===== config.mk =====
export PLATFORM = sky130hd
export DESIGN_NAME = lpmw_sensor_flat
export DESIGN_NICKNAME = d
export VERILOG_FILES = /design/src/common/lpmw_pkg.sv /design/src/common/lpmw_if.sv /design/src/logic/lpmw_sensor.sv /design/src/flat_wrapper.sv
export SDC_FILE = /design/constraint.sdc
export NUM_CORES = 1
export LEC_CHECK = 0
export BUFFER_PORTS_ARGS = -buffer_cell sky130_fd_sc_hd__buf_2
export CORE_MARGIN = 2
export CORE_UTILIZATION = 45
export CTS_BUF_LIST = sky130_fd_sc_hd__clkbuf_8
export DETAILED_ROUTE_END_ITERATION = 8
export PLACE_DENSITY_LB_ADDON = 0.2
export SYNTH_ARGS = -nofsm -noshare
export SYNTH_HDL_FRONTEND = slang
export SYNTH_SLANG_ARGS = --single-unit
export TNS_END_PERCENT = 1

===== constraint.sdc =====
create_clock -name sys_clk_in -period 9.4 [get_ports sys_clk_in]
set_clock_uncertainty 0.15 [all_clocks]
set_input_delay 0.47 -clock sys_clk_in [delete_from_list [all_inputs] [get_ports sys_clk_in]]
set_output_delay 0.47 -clock sys_clk_in [all_outputs]
set_load 0.02 [all_outputs]

===== src/common/lpmw_pkg.sv =====
package lpmw_pkg;
    // clock and cycle conversion
    localparam int CLK_NS = 10;
    function automatic int cyc_least(input int ns);
        int c;
        c = (ns + CLK_NS - 1) / CLK_NS;
        return (c < 1) ? 1 : c;
    endfunction
    function automatic int cyc_most(input int ns);
        int c;
        c = ns / CLK_NS;
        return (c < 1) ? 1 : c;
    endfunction

    // times in ns
    localparam int T_LP_WAKE_NS = 150_000;
    localparam int T_START_NS = 1_000_000;
    localparam int T_SETTLE_NS = 3_800_000;
    localparam int T_COLD_NS = 1_900_000;
    localparam int T_ACC_NS = 250_000;
    localparam int T_ALERT_NS = 10_000;
    localparam int T_TRACK_NS = 1_150;
    localparam int T_ON_MIN_NS = 250_000;

    // times in cycles and counter widths
    localparam int LP_WAKE_CYC = cyc_least(T_LP_WAKE_NS);
    localparam int START_CYC = cyc_least(T_START_NS);
    localparam int SETTLE_CYC = cyc_least(T_SETTLE_NS);
    localparam int COLD_CYC = cyc_least(T_COLD_NS);
    localparam int ACC_CYC = cyc_most(T_ACC_NS);
    localparam int ALERT_CYC = cyc_least(T_ALERT_NS);
    localparam int TRACK_CYC = cyc_least(T_TRACK_NS);
    localparam int ON_MIN_CYC = cyc_least(T_ON_MIN_NS);
    localparam int TMR_W = 20;
    localparam int TRK_W = 8;
    localparam int ALERT_W = 11;

    // widths
    localparam int ANGLE_W = 8;
    localparam int GAIN_W = 6;
    localparam int TURN_W = 8;
    localparam int CODE_W = 5;
    localparam int DATA_W = 8;
    localparam int OTP_W = 9;
    localparam int TRIM_W = 8;
    localparam int OTP_WAKE_EN_BIT = 8;
    localparam logic [ANGLE_W-1:0] HALF_TURN = 8'h80;

    // serial commands
    localparam logic [CODE_W-1:0] CMD_WRITE_CONFIG = 5'h17;
    localparam logic [CODE_W-1:0] CMD_TRIM_RELOAD = 5'h13;
    localparam logic [CODE_W-1:0] CMD_STORE_REF = 5'h03;
    localparam logic [CODE_W-1:0] CMD_CUST_SETTINGS = 5'h1f;
    localparam int CFG_LOW_POWER_BIT = 0;
    localparam int CFG_GAIN_WAIT_BIT = 1;

    // controller register map
    localparam int AXI_ADDR_W = 4;
    localparam logic [AXI_ADDR_W-1:0] REG_CMD = 4'h0;
    localparam logic [AXI_ADDR_W-1:0] REG_POWER = 4'h4;
    localparam logic [AXI_ADDR_W-1:0] REG_STATUS = 4'h8;
    localparam int CMD_CODE_LSB = 0;
    localparam int CMD_DATA_LSB = 8;
    localparam int PWR_MAIN_BIT = 0;
    localparam int PWR_RET_BIT = 1;
    localparam int PWR_SUP_OK_BIT = 2;
    localparam int ST_ANGLE_LSB = 0;
    localparam int ST_LOCK_BIT = 8;
    localparam int ST_WAKE_BIT = 9;
    localparam int ST_MAIN_BIT = 10;
    localparam int ST_PEND_BIT = 11;
    localparam int ST_READY_BIT = 12;
    localparam int ST_TURNS_LSB = 16;
    localparam logic [1:0] RESP_OKAY = 2'h0;
    localparam logic [1:0] RESP_SLVERR = 2'h2;

    typedef enum logic [2:0] {
        DEV_OFF, DEV_START, DEV_ACTIVE, DEV_LOWPWR, DEV_RESUME
    } lpmw_state_t;
endpackage


===== src/common/lpmw_if.sv =====
`timescale 1ns/10ps
interface lpmw_if
    import lpmw_pkg::*;
();
    logic main_power;
    logic retention_supply;
    logic supply_ok;
    logic cmd_valid;
    logic [CODE_W-1:0] cmd_code;
    logic [DATA_W-1:0] cmd_data;
    logic [ANGLE_W-1:0] angle;
    logic lock;
    logic [TURN_W-1:0] turns;
    logic meas_ready;
    logic wake_o;
    logic wake_drive_n;
    wire wake_n;

    // open-drain wake line with pull-up
    assign wake_n = wake_drive_n ? 1'b1 : wake_o;

    modport sensor (
        input main_power, retention_supply, supply_ok, cmd_valid, cmd_code, cmd_data,
        output angle, lock, turns, meas_ready, wake_o, wake_drive_n
    );
    modport ctrl (
        output main_power, retention_supply, supply_ok, cmd_valid, cmd_code, cmd_data,
        input angle, lock, turns, meas_ready, wake_n
    );
endinterface


===== src/logic/lpmw_sensor.sv =====
`timescale 1ns/10ps
module lpmw_sensor
    import lpmw_pkg::*;
#(
    parameter int P_LP_WAKE_CYC = LP_WAKE_CYC,
    parameter int P_START_CYC = START_CYC,
    parameter int P_SETTLE_CYC = SETTLE_CYC,
    parameter int P_COLD_CYC = COLD_CYC,
    parameter int P_ACC_CYC = ACC_CYC
)(
    input wire logic sys_clk_in,
    input wire logic nrst_in,
    lpmw_if.sensor link,
    input wire logic [ANGLE_W-1:0] magnet_angle_in,
    input wire logic [GAIN_W-1:0] magnet_gain_in,
    input wire logic [OTP_W-1:0] otp_word_in,
    output logic [ANGLE_W-1:0] angle_out,
    output logic lock_out,
    output logic settled_out
);
    // shortest distance around the code circle
    function automatic logic [ANGLE_W-1:0] ang_dist(input logic [ANGLE_W-1:0] a,
                                                     input logic [ANGLE_W-1:0] b);
        logic [ANGLE_W-1:0] d;
        d = a - b;
        return (d > HALF_TURN) ? ANGLE_W'(b - a) : d;
    endfunction

    lpmw_state_t state_reg, state_next;
    logic [TMR_W-1:0] tmr_reg;
    logic [TRK_W-1:0] trk_div_reg;
    logic polling_reg, gain_wait_reg, settled_reg, ready_reg;
    logic [ANGLE_W-1:0] pos_reg;
    logic [GAIN_W-1:0] gain_reg;
    logic [TURN_W-1:0] turns_reg;
    logic lock_reg;
    logic [TRIM_W-1:0] trim_reg;
    logic [ANGLE_W-1:0] thr_reg;
    logic ret_en_reg, ref_valid_reg;
    logic [ANGLE_W-1:0] ret_pos_reg, ret_thr_reg, ref_reg;
    logic [GAIN_W-1:0] ret_gain_reg;
    logic [TURN_W-1:0] ret_turns_reg;
    logic [TRIM_W-1:0] ret_trim_reg;
    logic [ALERT_W-1:0] alert_cnt_reg;
    logic wake_drive_n_reg;

    // command decode
    wire powered = state_reg != DEV_OFF;
    wire running = (state_reg == DEV_START) || (state_reg == DEV_RESUME)
                   || (state_reg == DEV_ACTIVE);
    wire cmd_on = link.cmd_valid && powered;
    wire cfg_wr = cmd_on && (link.cmd_code == CMD_WRITE_CONFIG);
    wire cfg_lp = link.cmd_data[CFG_LOW_POWER_BIT];
    wire trim_wr = cmd_on && (link.cmd_code == CMD_TRIM_RELOAD);
    wire ref_wr = cmd_on && (link.cmd_code == CMD_STORE_REF);
    wire cust_wr = cmd_on && (link.cmd_code == CMD_CUST_SETTINGS);
    wire wake_fuse = otp_word_in[OTP_WAKE_EN_BIT];
    wire power_up = (state_reg == DEV_OFF) && link.main_power;

    // timing decode
    wire [TMR_W-1:0] start_wait = polling_reg ? TMR_W'(P_ACC_CYC) : TMR_W'(P_COLD_CYC);
    wire [TMR_W-1:0] settle_wait = gain_wait_reg ? TMR_W'(P_SETTLE_CYC)
                                                 : TMR_W'(P_START_CYC);
    wire start_done = (state_reg == DEV_START) && (tmr_reg == start_wait - 1'b1);
    wire resume_done = (state_reg == DEV_RESUME)
                       && (tmr_reg == TMR_W'(P_LP_WAKE_CYC - 1));
    wire trk_tick = running && (trk_div_reg == TRK_W'(TRACK_CYC - 1));

    // tracking step decode
    wire [ANGLE_W-1:0] fwd = magnet_angle_in - pos_reg;
    wire step_up = fwd < HALF_TURN;
    wire at_target = pos_reg == magnet_angle_in;
    wire [ANGLE_W-1:0] pos_up = pos_reg + 1'b1;
    wire [ANGLE_W-1:0] pos_dn = pos_reg - 1'b1;
    wire wrap_up = step_up && (pos_reg == {ANGLE_W{1'b1}});
    wire wrap_dn = !step_up && (pos_reg == '0);

    // motion decision at the end of a polled start
    wire moved = !ref_valid_reg || (ang_dist(pos_reg, ref_reg) > thr_reg);
    wire fire_alert = start_done && polling_reg && moved;

    // power mode sequencing
    always_comb begin
        state_next = state_reg;
        if (!link.main_power) begin
            state_next = DEV_OFF;
        end else begin
            unique case (state_reg)
                DEV_OFF: state_next = DEV_START;
                DEV_START: if (start_done) state_next = DEV_ACTIVE;
                DEV_ACTIVE: if (cfg_wr && cfg_lp) state_next = DEV_LOWPWR;
                DEV_LOWPWR: if (cfg_wr && !cfg_lp) state_next = DEV_RESUME;
                DEV_RESUME: if (resume_done) state_next = DEV_ACTIVE;
            endcase
        end
    end

    always_ff @(posedge sys_clk_in) begin
        if (!nrst_in) begin
            state_reg <= DEV_OFF;
        end else begin
            state_reg <= state_next;
        end
    end

    // startup timer, frozen in low power
    always_ff @(posedge sys_clk_in) begin
        if (!nrst_in || power_up || (state_next == DEV_RESUME && state_reg != DEV_RESUME)) begin
            tmr_reg <= '0;
        end else if (running && tmr_reg != {TMR_W{1'b1}}) begin
            tmr_reg <= tmr_reg + 1'b1;
        end
    end

    // tracking rate divider
    always_ff @(posedge sys_clk_in) begin
        if (!nrst_in || !running || trk_tick) begin
            trk_div_reg <= '0;
        end else begin
            trk_div_reg <= trk_div_reg + 1'b1;
        end
    end

    // start kind, settling and readiness flags
    always_ff @(posedge sys_clk_in) begin
        if (!nrst_in) begin
            polling_reg <= 1'b0;
            gain_wait_reg <= 1'b0;
            settled_reg <= 1'b0;
            ready_reg <= 1'b0;
        end else begin
            if (power_up) begin
                polling_reg <= ret_en_reg;
                settled_reg <= 1'b0;
            end else if (running && tmr_reg >= settle_wait - 1'b1) begin
                settled_reg <= 1'b1;
            end
            if (cfg_wr) begin
                gain_wait_reg <= link.cmd_data[CFG_GAIN_WAIT_BIT];
            end
            ready_reg <= state_next == DEV_ACTIVE;
        end
    end

    // live state: restore or zero at power-up, tracking frozen outside running, trim and threshold writable whenever powered
    always_ff @(posedge sys_clk_in) begin
        if (!nrst_in) begin
            pos_reg <= '0;
            gain_reg <= '0;
            turns_reg <= '0;
            lock_reg <= 1'b0;
            trim_reg <= '0;
            thr_reg <= '0;
        end else if (power_up) begin
            pos_reg <= ret_en_reg ? ret_pos_reg : '0;
            gain_reg <= ret_en_reg ? ret_gain_reg : '0;
            turns_reg <= ret_en_reg ? ret_turns_reg : '0;
            trim_reg <= ret_en_reg ? ret_trim_reg : '0;
            thr_reg <= ret_en_reg ? ret_thr_reg : '0;
            lock_reg <= 1'b0;
        end else begin
            if (trk_tick) begin
                if (!at_target) begin
                    pos_reg <= step_up ? pos_up : pos_dn;
                end
                if (!at_target && wrap_up) begin
                    turns_reg <= turns_reg + 1'b1;
                end else if (!at_target && wrap_dn) begin
                    turns_reg <= turns_reg - 1'b1;
                end
                if (gain_reg < magnet_gain_in) begin
                    gain_reg <= gain_reg + 1'b1;
                end else if (gain_reg > magnet_gain_in) begin
                    gain_reg <= gain_reg - 1'b1;
                end
                lock_reg <= at_target;
            end
            if (trim_wr) begin
                trim_reg <= otp_word_in[TRIM_W-1:0];
            end
            if (cust_wr) begin
                thr_reg <= link.cmd_data;
            end
        end
    end

    // retained storage on the retention supply
    always_ff @(posedge sys_clk_in) begin
        if (!nrst_in || !link.retention_supply) begin
            ret_en_reg <= 1'b0;
            ref_valid_reg <= 1'b0;
            ret_pos_reg <= '0;
            ret_gain_reg <= '0;
            ret_turns_reg <= '0;
            ret_trim_reg <= '0;
            ret_thr_reg <= '0;
            ref_reg <= '0;
        end else begin
            if (ret_en_reg && link.supply_ok && running) begin
                ret_pos_reg <= pos_reg;
                ret_gain_reg <= gain_reg;
                ret_turns_reg <= turns_reg;
                ret_trim_reg <= trim_reg;
                ret_thr_reg <= thr_reg;
            end
            if (trim_wr && wake_fuse) begin
                ret_en_reg <= 1'b1;
                ret_trim_reg <= otp_word_in[TRIM_W-1:0];
            end
            if (ref_wr) begin
                ref_reg <= pos_reg;
                ref_valid_reg <= 1'b1;
            end
        end
    end

    // wake pulse, pin released when idle
    always_ff @(posedge sys_clk_in) begin
        if (!nrst_in || !link.main_power) begin
            alert_cnt_reg <= '0;
            wake_drive_n_reg <= 1'b1;
        end else if (fire_alert) begin
            alert_cnt_reg <= ALERT_W'(ALERT_CYC - 1);
            wake_drive_n_reg <= 1'b0;
        end else if (alert_cnt_reg != '0) begin
            alert_cnt_reg <= alert_cnt_reg - 1'b1;
        end else begin
            wake_drive_n_reg <= 1'b1;
        end
    end

    // outputs
    assign link.angle = pos_reg;
    assign link.lock = lock_reg;
    assign link.turns = turns_reg;
    assign link.meas_ready = ready_reg;
    assign link.wake_o = 1'b0;
    assign link.wake_drive_n = wake_drive_n_reg;
    assign angle_out = pos_reg;
    assign lock_out = lock_reg;
    assign settled_out = settled_reg;
endmodule


===== src/flat_wrapper.sv =====
// flat-port wrapper written by rule: the top's interface ports become plain ports
module lpmw_sensor_flat import lpmw_pkg::*;
#(
    parameter int P_LP_WAKE_CYC = LP_WAKE_CYC,
    parameter int P_START_CYC = START_CYC,
    parameter int P_SETTLE_CYC = SETTLE_CYC,
    parameter int P_COLD_CYC = COLD_CYC,
    parameter int P_ACC_CYC = ACC_CYC
)
  (sys_clk_in, nrst_in, magnet_angle_in, magnet_gain_in, otp_word_in, angle_out, lock_out, settled_out, link_main_power, link_retention_supply, link_supply_ok, link_cmd_valid, link_cmd_code, link_cmd_data, link_angle, link_lock, link_turns, link_meas_ready, link_wake_o, link_wake_drive_n);
  lpmw_if link_i ();
  input wire logic sys_clk_in;
  input wire logic nrst_in;
  input wire logic [ANGLE_W-1:0] magnet_angle_in;
  input wire logic [GAIN_W-1:0] magnet_gain_in;
  input wire logic [OTP_W-1:0] otp_word_in;
  output logic [ANGLE_W-1:0] angle_out;
  output logic lock_out;
  output logic settled_out;
  input wire logic [$bits(link_i.main_power)-1:0] link_main_power;
  input wire logic [$bits(link_i.retention_supply)-1:0] link_retention_supply;
  input wire logic [$bits(link_i.supply_ok)-1:0] link_supply_ok;
  input wire logic [$bits(link_i.cmd_valid)-1:0] link_cmd_valid;
  input wire logic [$bits(link_i.cmd_code)-1:0] link_cmd_code;
  input wire logic [$bits(link_i.cmd_data)-1:0] link_cmd_data;
  output wire logic [$bits(link_i.angle)-1:0] link_angle;
  output wire logic [$bits(link_i.lock)-1:0] link_lock;
  output wire logic [$bits(link_i.turns)-1:0] link_turns;
  output wire logic [$bits(link_i.meas_ready)-1:0] link_meas_ready;
  output wire logic [$bits(link_i.wake_o)-1:0] link_wake_o;
  output wire logic [$bits(link_i.wake_drive_n)-1:0] link_wake_drive_n;
  assign link_i.main_power = link_main_power;
  assign link_i.retention_supply = link_retention_supply;
  assign link_i.supply_ok = link_supply_ok;
  assign link_i.cmd_valid = link_cmd_valid;
  assign link_i.cmd_code = link_cmd_code;
  assign link_i.cmd_data = link_cmd_data;
  assign link_angle = link_i.angle;
  assign link_lock = link_i.lock;
  assign link_turns = link_i.turns;
  assign link_meas_ready = link_i.meas_ready;
  assign link_wake_o = link_i.wake_o;
  assign link_wake_drive_n = link_i.wake_drive_n;
  lpmw_sensor #(.P_LP_WAKE_CYC(P_LP_WAKE_CYC), .P_START_CYC(P_START_CYC), .P_SETTLE_CYC(P_SETTLE_CYC), .P_COLD_CYC(P_COLD_CYC), .P_ACC_CYC(P_ACC_CYC)) u_core (.sys_clk_in(sys_clk_in), .nrst_in(nrst_in), .link(link_i), .magnet_angle_in(magnet_angle_in), .magnet_gain_in(magnet_gain_in), .otp_word_in(otp_word_in), .angle_out(angle_out), .lock_out(lock_out), .settled_out(settled_out));
endmodule

# Word-level counts from Yosys, hierarchy flattened
# Index checks and enable logic that the tools add are counted.
[classes]
addsub = 12
magnitude_cmp = 4
eq_ne = 19
muxes = 26
bitwise = 1
n_reduce_logical = 52
[op_table]
columns = ["op", "n"]
rows = [
  ["8-bit two-way mux", 14],
  ["20-bit by 1-bit subtractor with 20-bit output (second input constant)", 2],
  ["8-bit by 1-bit adder with 8-bit output (second input constant)", 3],
  ["8-bit subtractor", 3],
  ["1-bit logical AND", 23],
  ["20-bit by 1-bit adder with 20-bit output (second input constant)", 1],
  ["20-bit by 14-bit == test with 1-bit output (second input constant)", 1],
  ["20-bit == test", 1],
  ["20-bit greater-or-equal comparator", 1],
  ["10-bit two-way mux", 2],
  ["20-bit != test (second input constant)", 1],
  ["19-bit two-way mux", 1],
  ["18-bit two-way mux", 1],
  ["8-bit by 1-bit subtractor with 8-bit output (second input constant)", 2],
  ["5-bit == test (second input constant)", 3],
  ["3-bit two-way mux", 5],
  ["3-bit case mux with 5 select lines", 1],
  ["11-bit nonzero test", 1],
  ["11-bit by 1-bit subtractor with 11-bit output (second input constant)", 1],
  ["3-bit by 2-bit == test with 1-bit output (second input constant)", 3],
  ["1-bit logical OR", 9],
  ["8-bit by 7-bit == test with 1-bit output (second input constant)", 1],
  ["8-bit == test", 1],
  ["8-bit == test (second input constant)", 1],
  ["other kinds (17)", 32],
]
[totals]
regBits = 106
in_bits = 42
out_inout_bits = 30
word_cells = 134

# Depth between registers and ports, before layout
# Gate-level depths: netlist of the first run.
[depth]
depth_word = 10
mapped_depth = 20
mapped_depth_nobuf = 19

# Worst setup path before layout of the first run
# OpenSTA, ideal clock, no wires.
[synth_timing]
kind = "register to register"
startpoint = "reg u_core.pos_reg[0], in the netlist u_core.angle_out[0]"
endpoint = "reg u_core.alert_cnt_reg[10]"
arrival_time_ns = 3.956
slack_ns = 5.233
path_stages_with_launch = 19
n_path_buf = 1
period_less_slack_ns = 4.167
cell_sequence = "dfxtp_1 > inv_1 > ha_1 > inv_1 > fa_1 > nand2b_1 > a2111oi_0 > o2111ai_1 > nand2_2 > mux2_1 > ha_1 > nor2b_1 > o21a_1 > o21ai_0 > a21oi_1 > o22ai_1 > a21o_1 > buf_6 > and4b_1"
[synth_between]
elab_chain_cells = 7
elab_cells_between_ends = 8
classes_between = "add/sub: 2; order compare: 2; mux: 1; reduce/logical: 3"
[synth_lines]
columns = ["element", "line_no", "rtl"]
rows = [
  ["from (decl)", "lpmw_sensor.sv:33", "logic [ANGLE_W-1:0] pos_reg;"],
  ["from (signal assigned)", "lpmw_sensor.sv:155", "pos_reg <= ret_en_reg ? ret_pos_reg : '0;"],
  ["from (signal assigned)", "lpmw_sensor.sv:164", "pos_reg <= step_up ? pos_up : pos_dn;"],
  ["8-bit subtractor", "lpmw_sensor.sv:25", "d = a - b;"],
  ["8-bit greater-than comparator", "lpmw_sensor.sv:26", "return (d > HALF_TURN) ? ANGLE_W'(b - a) : d;"],
  ["8-bit two-way mux *", "lpmw_sensor.sv:26", ""],
  ["8-bit greater-than comparator *", "lpmw_sensor.sv:79", "wire moved = !ref_valid_reg || (ang_dist(pos_reg, ref_reg) > thr_reg);"],
  ["1-bit logical OR *", "lpmw_sensor.sv:79", ""],
  ["1-bit logical AND *", "lpmw_sensor.sv:80", "wire fire_alert = start_done && polling_reg && moved;"],
  ["2-bit OR reduction (no source line) *", "n/a", ""],
  ["to (signal assigned)", "lpmw_sensor.sv:223", "alert_cnt_reg <= ALERT_W'(ALERT_CYC - 1);"],
  ["to (signal assigned)", "lpmw_sensor.sv:226", "alert_cnt_reg <= alert_cnt_reg - 1'b1;"],
  ["to (decl)", "lpmw_sensor.sv:44", "logic [ALERT_W-1:0] alert_cnt_reg;"],
]
# Mark *: on every way between the ends. The rest lies on a longest branch, timed or not.
# A chain may end at the register's enable or synchronous reset.

# Worst setup path in the final report of the first run
[layout_timing]
startpoint = "reg u_core.pos_reg[6], in the netlist u_core.angle_out[6]"
endpoint = "reg u_core.turns_reg[7], in the netlist u_core.link.turns[7]"
[layout_between]
elab_chain_cells = 7
elab_cells_between_ends = 16
classes_between = "add/sub: 1; order compare: 1; eq/ne: 2; mux: 3; reduce/logical: 9"
[layout_lines]
columns = ["element", "line_no", "rtl"]
rows = [
  ["8-bit subtractor", "lpmw_sensor.sv:70", "wire [ANGLE_W-1:0] fwd = magnet_angle_in - pos_reg;"],
  ["8-bit less-than comparator", "lpmw_sensor.sv:71", "wire step_up = fwd < HALF_TURN;"],
  ["1-bit logical AND / 1-bit logical NOT (equally long branches)", "lpmw_sensor.sv:75, lpmw_sensor.sv:76", ""],
  ["1-bit logical AND, on equally long branches", "lpmw_sensor.sv:166, lpmw_sensor.sv:76", ""],
  ["8-bit two-way mux / 1-bit logical AND (equally long branches)", "lpmw_sensor.sv:166, lpmw_sensor.sv:168", ""],
  ["8-bit two-way mux / 3-bit nonzero test (equally long branches)", "n/a", ""],
  ["8-bit two-way mux / 2-bit AND reduction (equally long branches)", "n/a", ""],
  ["to (signal assigned)", "lpmw_sensor.sv:157", "turns_reg <= ret_en_reg ? ret_turns_reg : '0;"],
  ["to (signal assigned)", "lpmw_sensor.sv:167", "turns_reg <= turns_reg + 1'b1;"],
  ["to (signal assigned)", "lpmw_sensor.sv:169", "turns_reg <= turns_reg - 1'b1;"],
  ["to (decl)", "lpmw_sensor.sv:35", "logic [TURN_W-1:0] turns_reg;"],
]
# Several ways; a longest one is shown, not always the timed one. The select of a mux whose other input is x is not followed.

==> results of run 1 <==
[cells in the final DEF, fill, tap and decap left out, types with 3 or more instances in the layout]
cell	count
a211oi_1	9
a21o_1	13
a21oi_1	66
a311oi_1	10
a31oi_1	4
a41oi_1	3
and2_1	4
and3_1	8
and4b_1	3
buf_2	56
buf_4	3
clkbuf_8	9
dfxtp_1	106
fa_1	4
ha_1	51
inv_1	40
mux2i_1	21
nand2_1	88
nand2_2	3
nand2b_1	4
nand3_1	31
nand4_1	13
nor2_1	89
nor2b_1	5
nor3_1	20
nor3_2	3
nor4_1	4
nor4_2	3
nor4b_2	3
o2111ai_1	4
o211a_1	5
o211ai_1	4
o21a_1	5
o21ai_0	10
o21ai_1	3
o21bai_1	3
xnor2_1	32
xor2_1	24
[metrics by stage]
step	power [uW]	hold WS (ps)
after global placement	868	288
after CTS	1160	174
after detailed placement	885	297
after floorplan	810	276
after global routing	1230	190
final	1150	190
[critical path, cell delays in order, from the launching register on]
cell      delay (ps)
dfxtp_1          640
inv_1            150
ha_1             390
and3_1           300
a221o_1          280
nor3_2            80
o31ai_2          850
ha_1             380
a21o_1           190
a211oi_1         240
nor2_1           100
o41a_1           370
and3b_1          190
a31oi_1          140
nand3_1           90
[logic make-up after synthesis]
family          after synthesis
compound gates              169
xor+xnor                     59
fa+ha+maj                    55
buf+inv                      86
flops                       106
mux                          23
other cells                   1
simple gates                305
[power by group]
group          switching [uW]  internal, uW
registers                27.5           470
clock network             175           102
logic                     210           169
[layer usage]
layer  GRT usage [%]  up-vias
met5               0        -
met4            6.72        0
met3            4.43       25
met2            32.8      112
met1            25.9     2713
li1                -     2882
[worst max-delay path by stage]
stage	startpoint	end	slack, ps
after CTS	u_core.angle_out[0]$_SDFFE_PN0P_	u_core.alert_cnt_reg[10]$_SDFFE_PP0P_	4730
after floorplan	u_core.angle_out[0]$_SDFFE_PN0P_	u_core.alert_cnt_reg[10]$_SDFFE_PP0P_	5230
after detailed placement	u_core.angle_out[0]$_SDFFE_PN0P_	u_core.alert_cnt_reg[10]$_SDFFE_PP0P_	4760
final	u_core.angle_out[6]$_SDFFE_PN0P_	u_core.link.turns[7]$_SDFFE_PN0P_	4740
after global routing	u_core.angle_out[0]$_SDFFE_PN0P_	u_core.alert_cnt_reg[10]$_SDFFE_PP0P_	4420
after global placement	u_core.angle_out[0]$_SDFFE_PN0P_	u_core.alert_cnt_reg[10]$_SDFFE_PP0P_	4850
[final cells by class]
type,count,area (um2),share of cell area (%)
Timing Repair Buffer,59,303,4.19
Clock inverter,7,60.1,0.831
Multi-Input combinational cell,612,4240,58.6
Tap cell,184,230,3.19
Clock buffer,9,124,1.71
Sequential cell,106,2120,29.4
Inverter,40,150,2.08
==> flow_summary.json, run 1 <==
{
  "cts_buffers": 9,
  "synth.top_cell.area_share_pct": 31.3,
  "path_max_fanout": 11,
  "cts_hold_buf": 0,
  "post_cts_buffers": 0,
  "endpoint_kind": "flop",
  "nets": 925,
  "stdcell_count": 1017,
  "synth_area_um2": 6770,
  "cts_resized": 0,
  "num_io_pins": 72,
  "cts_tree": "done",
  "antenna_found_initial": 0,
  "synthTopCellsByArea": "dfxtp_1, ha_1, nor2_1",
  "top_layer_used": "met4",
  "required_ps": 9540,
  "vdd_drop_max_mv": 0.107,
  "place_inst": 1001,
  "ys.flop_type": "dfxtp_1",
  "min_path_cells": 3,
  "die_area_um2": 16100,
  "synth_compound_area_share_pct": 17.7,
  "wl_met1_um": 7450,
  "clkTransAtPathRegs_ps": 110,
  "drive_gt1_share_pct": 13.2,
  "synthCells": 804,
  "fin_util_pct": 49.4,
  "drtIter0Drc": 325,
  "core_area_um2": 14600,
  "grtUsageTotal_pct": 19.9,
  "hold_viol_final": 0,
  "reg2reg_to": "u_core.link.turns[7]$_SDFFE_PN0P_",
  "synth-edff-count": 0,
  "ys_seq_elements": 106,
  "drc": 0,
  "synth_xor_area_share_pct": 7.96,
  "clockBufferDepth": 2,
  "grt_pass1_vias": 5288,
  "worstHoldStart": "link_retention_supply",
  "slew_violations": 0,
  "root_buffer": "clkbuf_8",
  "gp_congestion": 0.880,
  "p_leak_uw": 0.00287,
  "fmax_mhz": 215,
  "hold_class": "in2reg",
  "area_delta_synth_final_pct": 6.70,
  "synth_top_family_by_area": "simple AND/OR/NAND/NOR gates",
  "critical_path_class": "reg2reg",
  "synth_top_area_cell": "dfxtp_1",
  "ant_nets": 0,
  "grt_pass1_wl_um": 25900,
  "hold_path_end": "u_core.ret_turns_reg[6]$_SDFFE_PP0P_",
  "diodes": 0,
  "finalWorstSetupSlack_ps": 4740,
  "synth.area.mux_share_pct": 3.44,
  "yosysSeqAreaShare_pct": 31.3,
  "maxCapViolCount": 0,
  "largest_reg_flops": 20,
  "r2r_setup_slack_ps": 4740,
  "slew_headroom_pct": 27.6,
  "wl_met2_um": 7470,
  "rr_worst_depth": 14,
  "synth_adder_area_share_pct": 10.6,
  "dpl_cell_area_um2": 7040,
  "die_x_um": 127,
  "htree_levels": 3,
  "clk_latency_ps": 400,
  "timing.final.crit_share_pct": 49.6,
  "avgSynthCellArea_um2": 8.43,
  "netlist_top_cells_count": "dfxtp_1, nor2_1, nand2_1, a21oi_1, ha_1",
  "die_height_um": 127,
  "worst_pin_slew_ps": 1080,
  "vias_per_cell": 5.64,
  "rsz0062_at_grt": "false",
  "async_reset_ff_share_pct": 0,
  "design_area_um2": 7230,
  "dr_total_vias": 5732,
  "ys_warn_count": 0,
  "outcome": "finished, final reports clean",
  "cts_sinks": 106,
  "grt_max_degree": 33,
  "synthesis.nets": 901,
  "yosysUniqueCellTypes": 84,
  "placementRows": 44,
  "yosys.area_share.simple_pct": 22.7,
  "setup_violations": 0,
  "place_ws_ps": 4760,
  "hpwl_um": 11600,
  "avgRoutedWirePerCell_um": 15.7,
  "start_kind": "flop",
  "drtPass1Iterations": 4,
  "routed_wl_um": 15900,
  "worstPathArrival_ps": 4800,
  "start_util_pct": 46.3,
  "route.met3.wl_um": 700,
  "grt_overflow_total": 0,
  "synth_most_common_cell": "dfxtp_1",
  "reg2reg_from": "u_core.angle_out[6]$_SDFFE_PN0P_",
  "powerDensity_nw_per_um2": 159,
  "fill_cells": 1418,
  "finalSetupTns_ps": 0,
  "period_minus_slack_ps": 4660,
  "io_buffers": 56
}
Note: power is estimated with default switching activity, not from simulation.
==> run 2, diff against run 1 <==
--- a/config.mk
+++ b/config.mk
@@ -5,6 +5,7 @@
 export SDC_FILE = /design/constraint.sdc
 export NUM_CORES = 1
 export LEC_CHECK = 0
+export ABC_AREA = 1
 export BUFFER_PORTS_ARGS = -buffer_cell sky130_fd_sc_hd__buf_2
 export CORE_MARGIN = 2
 export CORE_UTILIZATION = 45
==> constraint.sdc (replaced) <==
create_clock -name sys_clk_in -period 4.8 [get_ports sys_clk_in]
set_clock_uncertainty 0.15 [all_clocks]
set_input_delay 0.24 -clock sys_clk_in [delete_from_list [all_inputs] [get_ports sys_clk_in]]
set_output_delay 0.24 -clock sys_clk_in [all_outputs]
set_load 0.02 [all_outputs]
==> flow_summary.json, run 2 <==
{
  "clockBufferDepth": 2,
  "synthTopCellsByArea": "dfxtp_1, nand2_1, ha_1",
  "path_max_fanout": 9,
  "gp_congestion": 0.859,
  "multi_input_area_um2": 4060,
  "cpPeakStageDelay_ps": 430,
  "synthCells": 988,
  "required_ps": 4930,
  "worst_path_most_repeated_cell": "nand2_1",
  "core_area_um2": 15000,
  "yosysSeqAreaShare_pct": 31.0,
  "reg2reg_from": "u_core.angle_out[0]$_SDFFE_PN0P_",
  "async_reset_ff_share_pct": 0,
  "num_io_pins": 72,
  "grt_pass1_vias": 5697,
  "cts_buffers": 9,
  "grt_pass1_wl_um": 27800,
  "dr_total_vias": 6324,
  "largest_reg_flops": 20,
  "hpwl_um": 12200,
  "endpoint_kind": "flop",
  "hold_path_end": "u_core.thr_reg[2]$_SDFFE_PN0P_",
  "cts_resized": 0,
  "fill_cells": 1556,
  "start_util_pct": 45.6,
  "clk_latency_ps": 390,
  "cts_tree": "done",
  "worstPathArrival_ps": 3990,
  "min_path_cells": 3,
  "fin_util_pct": 49.5,
  "routed_wl_um": 16500,
  "grt_max_degree": 36,
  "slew_headroom_pct": 29.1,
  "worst_pin_slew_ps": 1060,
  "timing.final.crit_share_pct": 80.3,
  "ys_warn_count": 0,
  "start_kind": "flop",
  "r2r_setup_slack_ps": 950,
  "rr_worst_depth": 24,
  "io_buffers": 56,
  "drive_gt1_share_pct": 9.88,
  "hold_viol_final": 0,
  "synth-edff-count": 0,
  "diodes": 0,
  "grtUsageTotal_pct": 21.1,
  "critical_path_class": "reg2reg",
  "avgRoutedWirePerCell_um": 13.5,
  "powerDensity_nw_per_um2": 347,
  "placementRows": 45,
  "ys.flop_type": "dfxtp_1",
  "setup_violations": 0,
  "drtPass1Iterations": 5,
  "reg2reg_to": "u_core.alert_cnt_reg[0]$_SDFFE_PP0P_",
  "netlist_top_cells_count": "nand2_1, nor2_1, inv_1, dfxtp_1, a21oi_1",
  "grt_overflow_total": 0,
  "p_leak_uw": 0.00319,
  "cts_sinks": 106,
  "drtIter0Drc": 363,
  "root_buffer": "clkbuf_8",
  "drc": 0,
  "hold_class": "in2reg",
  "synth_top_area_cell": "dfxtp_1",
  "seq_area_um2": 2120,
  "ant_nets": 0,
  "fmax_mhz": 259,
  "die_area_um2": 16200,
  "finalSetupTns_ps": 0,
  "final_common_cell": "nand2_1",
  "slew_violations": 0,
  "maxCapViolCount": 0,
  "period_minus_slack_ps": 3850,
  "vdd_drop_max_mv": 0.191,
  "rsz0062_at_grt": "false",
  "area_delta_synth_final_pct": 8.51,
  "synth_most_common_cell": "nand2_1",
  "synth_area_um2": 6850,
  "final_cell_mix": "nand2_1, nor2_1, inv_1",
  "die_x_um": 127,
  "htree_levels": 3,
  "yosysUniqueCellTypes": 52,
  "ys_seq_elements": 106,
  "avgSynthCellArea_um2": 6.94,
  "crit_chain": "inv_1 > ha_1 > inv_1 > fa_1 > nand3_1 > nand3_1 > xor2_1 > nor3_1 > nand3_1 > nand2_2 > nand2_1 > nand2_1 > inv_1 > ha_1 > a21oi_1 > nor2_1 > nor2_1 > nand3_1 > nand2_1 > nand2_1 > nand2_2 > nand2_1 > nor2_1 > nor2_1",
  "antenna_found_initial": 0,
  "outcome": "finished, final reports clean",
  "die_height_um": 127,
  "synth.top_cell.area_share_pct": 31.0,
  "synthesis.nets": 1085,
  "clkTransAtPathRegs_ps": 110,
  "vias_per_cell": 5.18,
  "slowest_stage": "dfxtp_1",
  "nets": 1124,
  "worstHoldStart": "link_cmd_data[2]"
}
run 2: cell types whose count changed after synthesis, moves of 8 or more:
cell      before  now
xnor2_1       32    7
a311oi_1      10    0
a31oi_1        4   12
nand3_1       31   53
nand2_1       88  197
a211oi_1       9   30
mux2i_1       21    0
a21o_1        13    0
o21ai_0       10   54
inv_1         40  115
nor2_1        89  129
clkbuf_1      20    6
run 2: kinds of logic after synthesis:
logic type / synth area share [%]
AOI/OAI and AO/OA: 15.6
xor gates and xnor gates: 4.07
adders and majority gates: 10.5
buffers and inverters: 9.86
DFF: 31.0
other: 0.0547
and+or+nand+nor: 28.9
run 2: per-stage QoR:
step                worst slack [ps]  std cells  total power, uW  hold WS [ps]  instance area [um2]
floorplan                       1340        988             1810           239                 6850
global placement                1020       1196             2000           295                 7150
detailed placement               967       1196             2010           305                 7150
CTS                              934       1220             2610          6.99                 7440
global route                     554       1220             2800          5.15                 7440
finish                           946       1220             2580          12.1                 7440
run 2: what timing repair did:
item	4_1_cts	5_1_grt
buffers inserted	0	0
hold buffers	8	0
endpoints found under the setup margin	0	0
hold endpoints to repair	8	0
run 2: cell type report:
type / count / area share [%]
Clock buffer: 9 / 1.67
Clock inverter: 7 / 1.06
Inverter: 120 / 6.09
Multi-Input combinational cell: 725 / 54.5
Sequential cell: 106 / 28.5
Tap cell: 188 / 3.16
Timing Repair Buffer: 65 / 4.95
run 2: per-layer routing:
layer,track usage (%),wire (um),vias to the layer above
met3,3.43,569,24
met5,0,0,-
met2,35.5,7790,109
met4,5.69,294,0
met1,28.0,7830,2851
li1,-,-,3340
run 2: how the worst max path moves through the flow:
stage	from	to	depth (start not counted)
final	u_core.angle_out[0]$_SDFFE_PN0P_	u_core.alert_cnt_reg[0]$_SDFFE_PP0P_	24
after floorplan	u_core.angle_out[0]$_SDFFE_PN0P_	u_core.alert_cnt_reg[0]$_SDFFE_PP0P_	22
after global placement	u_core.angle_out[0]$_SDFFE_PN0P_	u_core.alert_cnt_reg[0]$_SDFFE_PP0P_	24
after global routing	u_core.angle_out[0]$_SDFFE_PN0P_	u_core.alert_cnt_reg[0]$_SDFFE_PP0P_	23
after CTS	u_core.angle_out[0]$_SDFFE_PN0P_	u_core.alert_cnt_reg[0]$_SDFFE_PP0P_	22
after detailed placement	u_core.angle_out[0]$_SDFFE_PN0P_	u_core.alert_cnt_reg[0]$_SDFFE_PP0P_	22
run 2: report_power, final:
group	internal [uW]	switching [uW]
Sequential	939	62.0
Clock	247	341
Combinational	375	613
Total	1560	1020
run 2: critical path, delay by kind of cell, from the launching register on:
| family | cells | cell delay [ps] |
|---|---|---|
| DFF | 1 | 430 |
| adders and majority gates | 3 | 890 |
| xor gates and xnor gates | 1 | 160 |
| buffers and inverters | 3 | 300 |
| AOI/OAI and AO/OA | 1 | 150 |
| and+or+nand+nor | 16 | 1680 |
==> run 3, diff against run 2 <==
==> constraint.sdc (replaced) <==
create_clock -name sys_clk_in -period 3.3 [get_ports sys_clk_in]
set_clock_uncertainty 0.15 [all_clocks]
set_input_delay 0.165 -clock sys_clk_in [delete_from_list [all_inputs] [get_ports sys_clk_in]]
set_output_delay 0.165 -clock sys_clk_in [all_outputs]
set_load 0.02 [all_outputs]
==> flow_summary.json, run 3 (synthesized netlist as in run 2, its figures left out) <==
{
  "whs_ps": 58.0,
  "htree_levels": 3,
  "antenna_found_initial": 0,
  "worst_pin_slew_ps": 980,
  "clockBufferDepth": 2,
  "hold_class": "in2reg",
  "dpl_cell_area_um2": 7430,
  "clk_latency_ps": 400,
  "r2r_setup_slack_ps": -10,
  "hpwl_um": 12400,
  "rr_worst_depth": 23,
  "place_inst": 1232,
  "slowest_stage": "fa_2",
  "drtIter0Drc": 385,
  "core_area_um2": 15000,
  "diodes": 0,
  "drc": 0,
  "hold_path_end": "u_core.gain_wait_reg$_SDFFE_PN0P_",
  "cpPeakStageDelay_ps": 420,
  "area_delta_synth_final_pct": 16.4,
  "reg2reg_from": "u_core.angle_out[0]$_SDFFE_PN0P_",
  "num_io_pins": 72,
  "maxCapViolCount": 0,
  "required_ps": 3460,
  "drtPass1Iterations": 5,
  "nets": 1167,
  "die_height_um": 127,
  "stdcell_count": 1263,
  "slew_violations": 0,
  "start_util_pct": 45.6,
  "min_path_cells": 4,
  "vdd_drop_max_mv": 0.263,
  "cts_buffers": 9,
  "timing.final.crit_share_pct": 100,
  "setup_violations": 1,
  "critical_path_class": "reg2reg",
  "start_kind": "flop",
  "violations": "negative setup slack",
  "crit_chain": "inv_2 > ha_4 > inv_2 > fa_2 > nand3_2 > nand3_2 > xor2_2 > nor3_2 > nand3_2 > nand2_4 > nand2_1 > nand2_1 > inv_2 > ha_4 > nand2_1 > nor2_2 > nand2_1 > nand3_1 > nand2_1 > nand2_2 > nand2_4 > buf_6 > a31oi_1",
  "grt_pass1_wl_um": 27600,
  "crit_start": "u_core.angle_out[0]$_SDFFE_PN0P_",
  "io_buffers": 56,
  "outcome": "finished with violations",
  "routed_wl_um": 16900,
  "fin_total_pwr_uw": 4050,
  "design_area_um2": 7970,
  "clkTransAtPathRegs_ps": 100,
  "reg2reg_to": "u_core.alert_cnt_reg[5]$_SDFFE_PP0P_",
  "path_max_fanout": 8,
  "fmax_mhz": 302,
  "root_buffer": "clkbuf_8",
  "seq_area_um2": 2130,
  "ant_nets": 0,
  "grtUsageTotal_pct": 20.9,
  "drive_gt1_share_pct": 17.4,
  "rsz0062_at_grt": "true",
  "avgRoutedWirePerCell_um": 13.4,
  "p_leak_uw": 0.00343,
  "final_cell_mix": "nand2_1, nor2_1, inv_1",
  "gp_congestion": 0.919,
  "finalWorstSetupSlack_ps": -13.4,
  "placementRows": 45,
  "die_area_um2": 16200,
  "final_common_cell": "nand2_1",
  "dr_total_vias": 6469,
  "multi_input_area_um2": 4240,
  "worstPathArrival_ps": 3470,
  "largest_reg_flops": 20,
  "worst_path_most_repeated_cell": "nand2_1",
  "fill_cells": 1498,
  "grt_max_degree": 36,
  "grt_pass1_vias": 5713,
  "vias_per_cell": 5.12,
  "grt_overflow_total": 0,
  "cts_sinks": 106,
  "hold_viol_final": 0,
  "period_minus_slack_ps": 3310,
  "cts_tree": "done",
  "slew_headroom_pct": 34.4,
  "powerDensity_nw_per_um2": 507,
  "finalSetupTns_ps": -13.4,
  "die_x_um": 127,
  "worstHoldStart": "link_cmd_code[3]",
  "endpoint_kind": "flop"
}
-- run 3: area by class of cell --
class	instances	area share, %
Clock inverter	7	1.08
Clock buffer	9	1.55
Inverter	120	5.68
Multi-Input combinational cell	726	53.2
Timing Repair Buffer	107	8.80
Sequential cell	106	26.7
Tap cell	188	2.95
-- run 3: worst max-delay path: cells and delay by family (launching register included) --
family,cells,cell delay (ps)
AO/OA/AOI/OAI,1,110
adder cells (fa/ha/maj),3,810
flip-flops,1,340
XOR/XNOR,1,190
buffers and inverters,4,300
AND/OR/NAND/NOR,14,1350
-- run 3: metrics by stage --
step	util, %	setup WS [ps]
2_1_floorplan	-	10.3
3_3_place_gp	49.4	-57.8
3_5_place_dp	49.4	-129
4_1_cts	51.7	-31.7
5_1_grt	53.0	-227
6_report	53.0	-13.4
-- run 3: power breakdown --
part           total, uW  switching, uW  internal [uW]
registers           1440           71.6           1370
clock network        870            505            366
logic               1740           1020            712
-- run 3: per-layer routing --
metal	routed length (um)	track usage [%]
met1	8120	27.6
met2	7990	35.3
met3	530	3.77
met4	242	5.69
met5	0	0
-- run 3: repair_timing --
item | in CTS | in global routing
setup buffers | 0 | 3
setup endpoints to repair | 12 | 19
hold buffers | 11 | 0
gates resized for setup | 5 | 49
pin swaps | 3 | 24
endpoints found under the hold margin | 13 | 0
cloned | 0 | 1
-- run 3: worst max-delay path by stage --
stage,end,slack (ps),depth (start not counted)
2_1_floorplan,u_core.alert_cnt_reg[0]$_SDFFE_PP0P_,10,24
3_3_place_gp,u_core.alert_cnt_reg[1]$_SDFFE_PP0P_,-60,24
3_5_place_dp,u_core.alert_cnt_reg[1]$_SDFFE_PP0P_,-130,24
4_1_cts,u_core.alert_cnt_reg[1]$_SDFFE_PP0P_,-30,24
5_1_grt,u_core.alert_cnt_reg[1]$_SDFFE_PP0P_,-230,23
6_report,u_core.alert_cnt_reg[5]$_SDFFE_PP0P_,-10,23
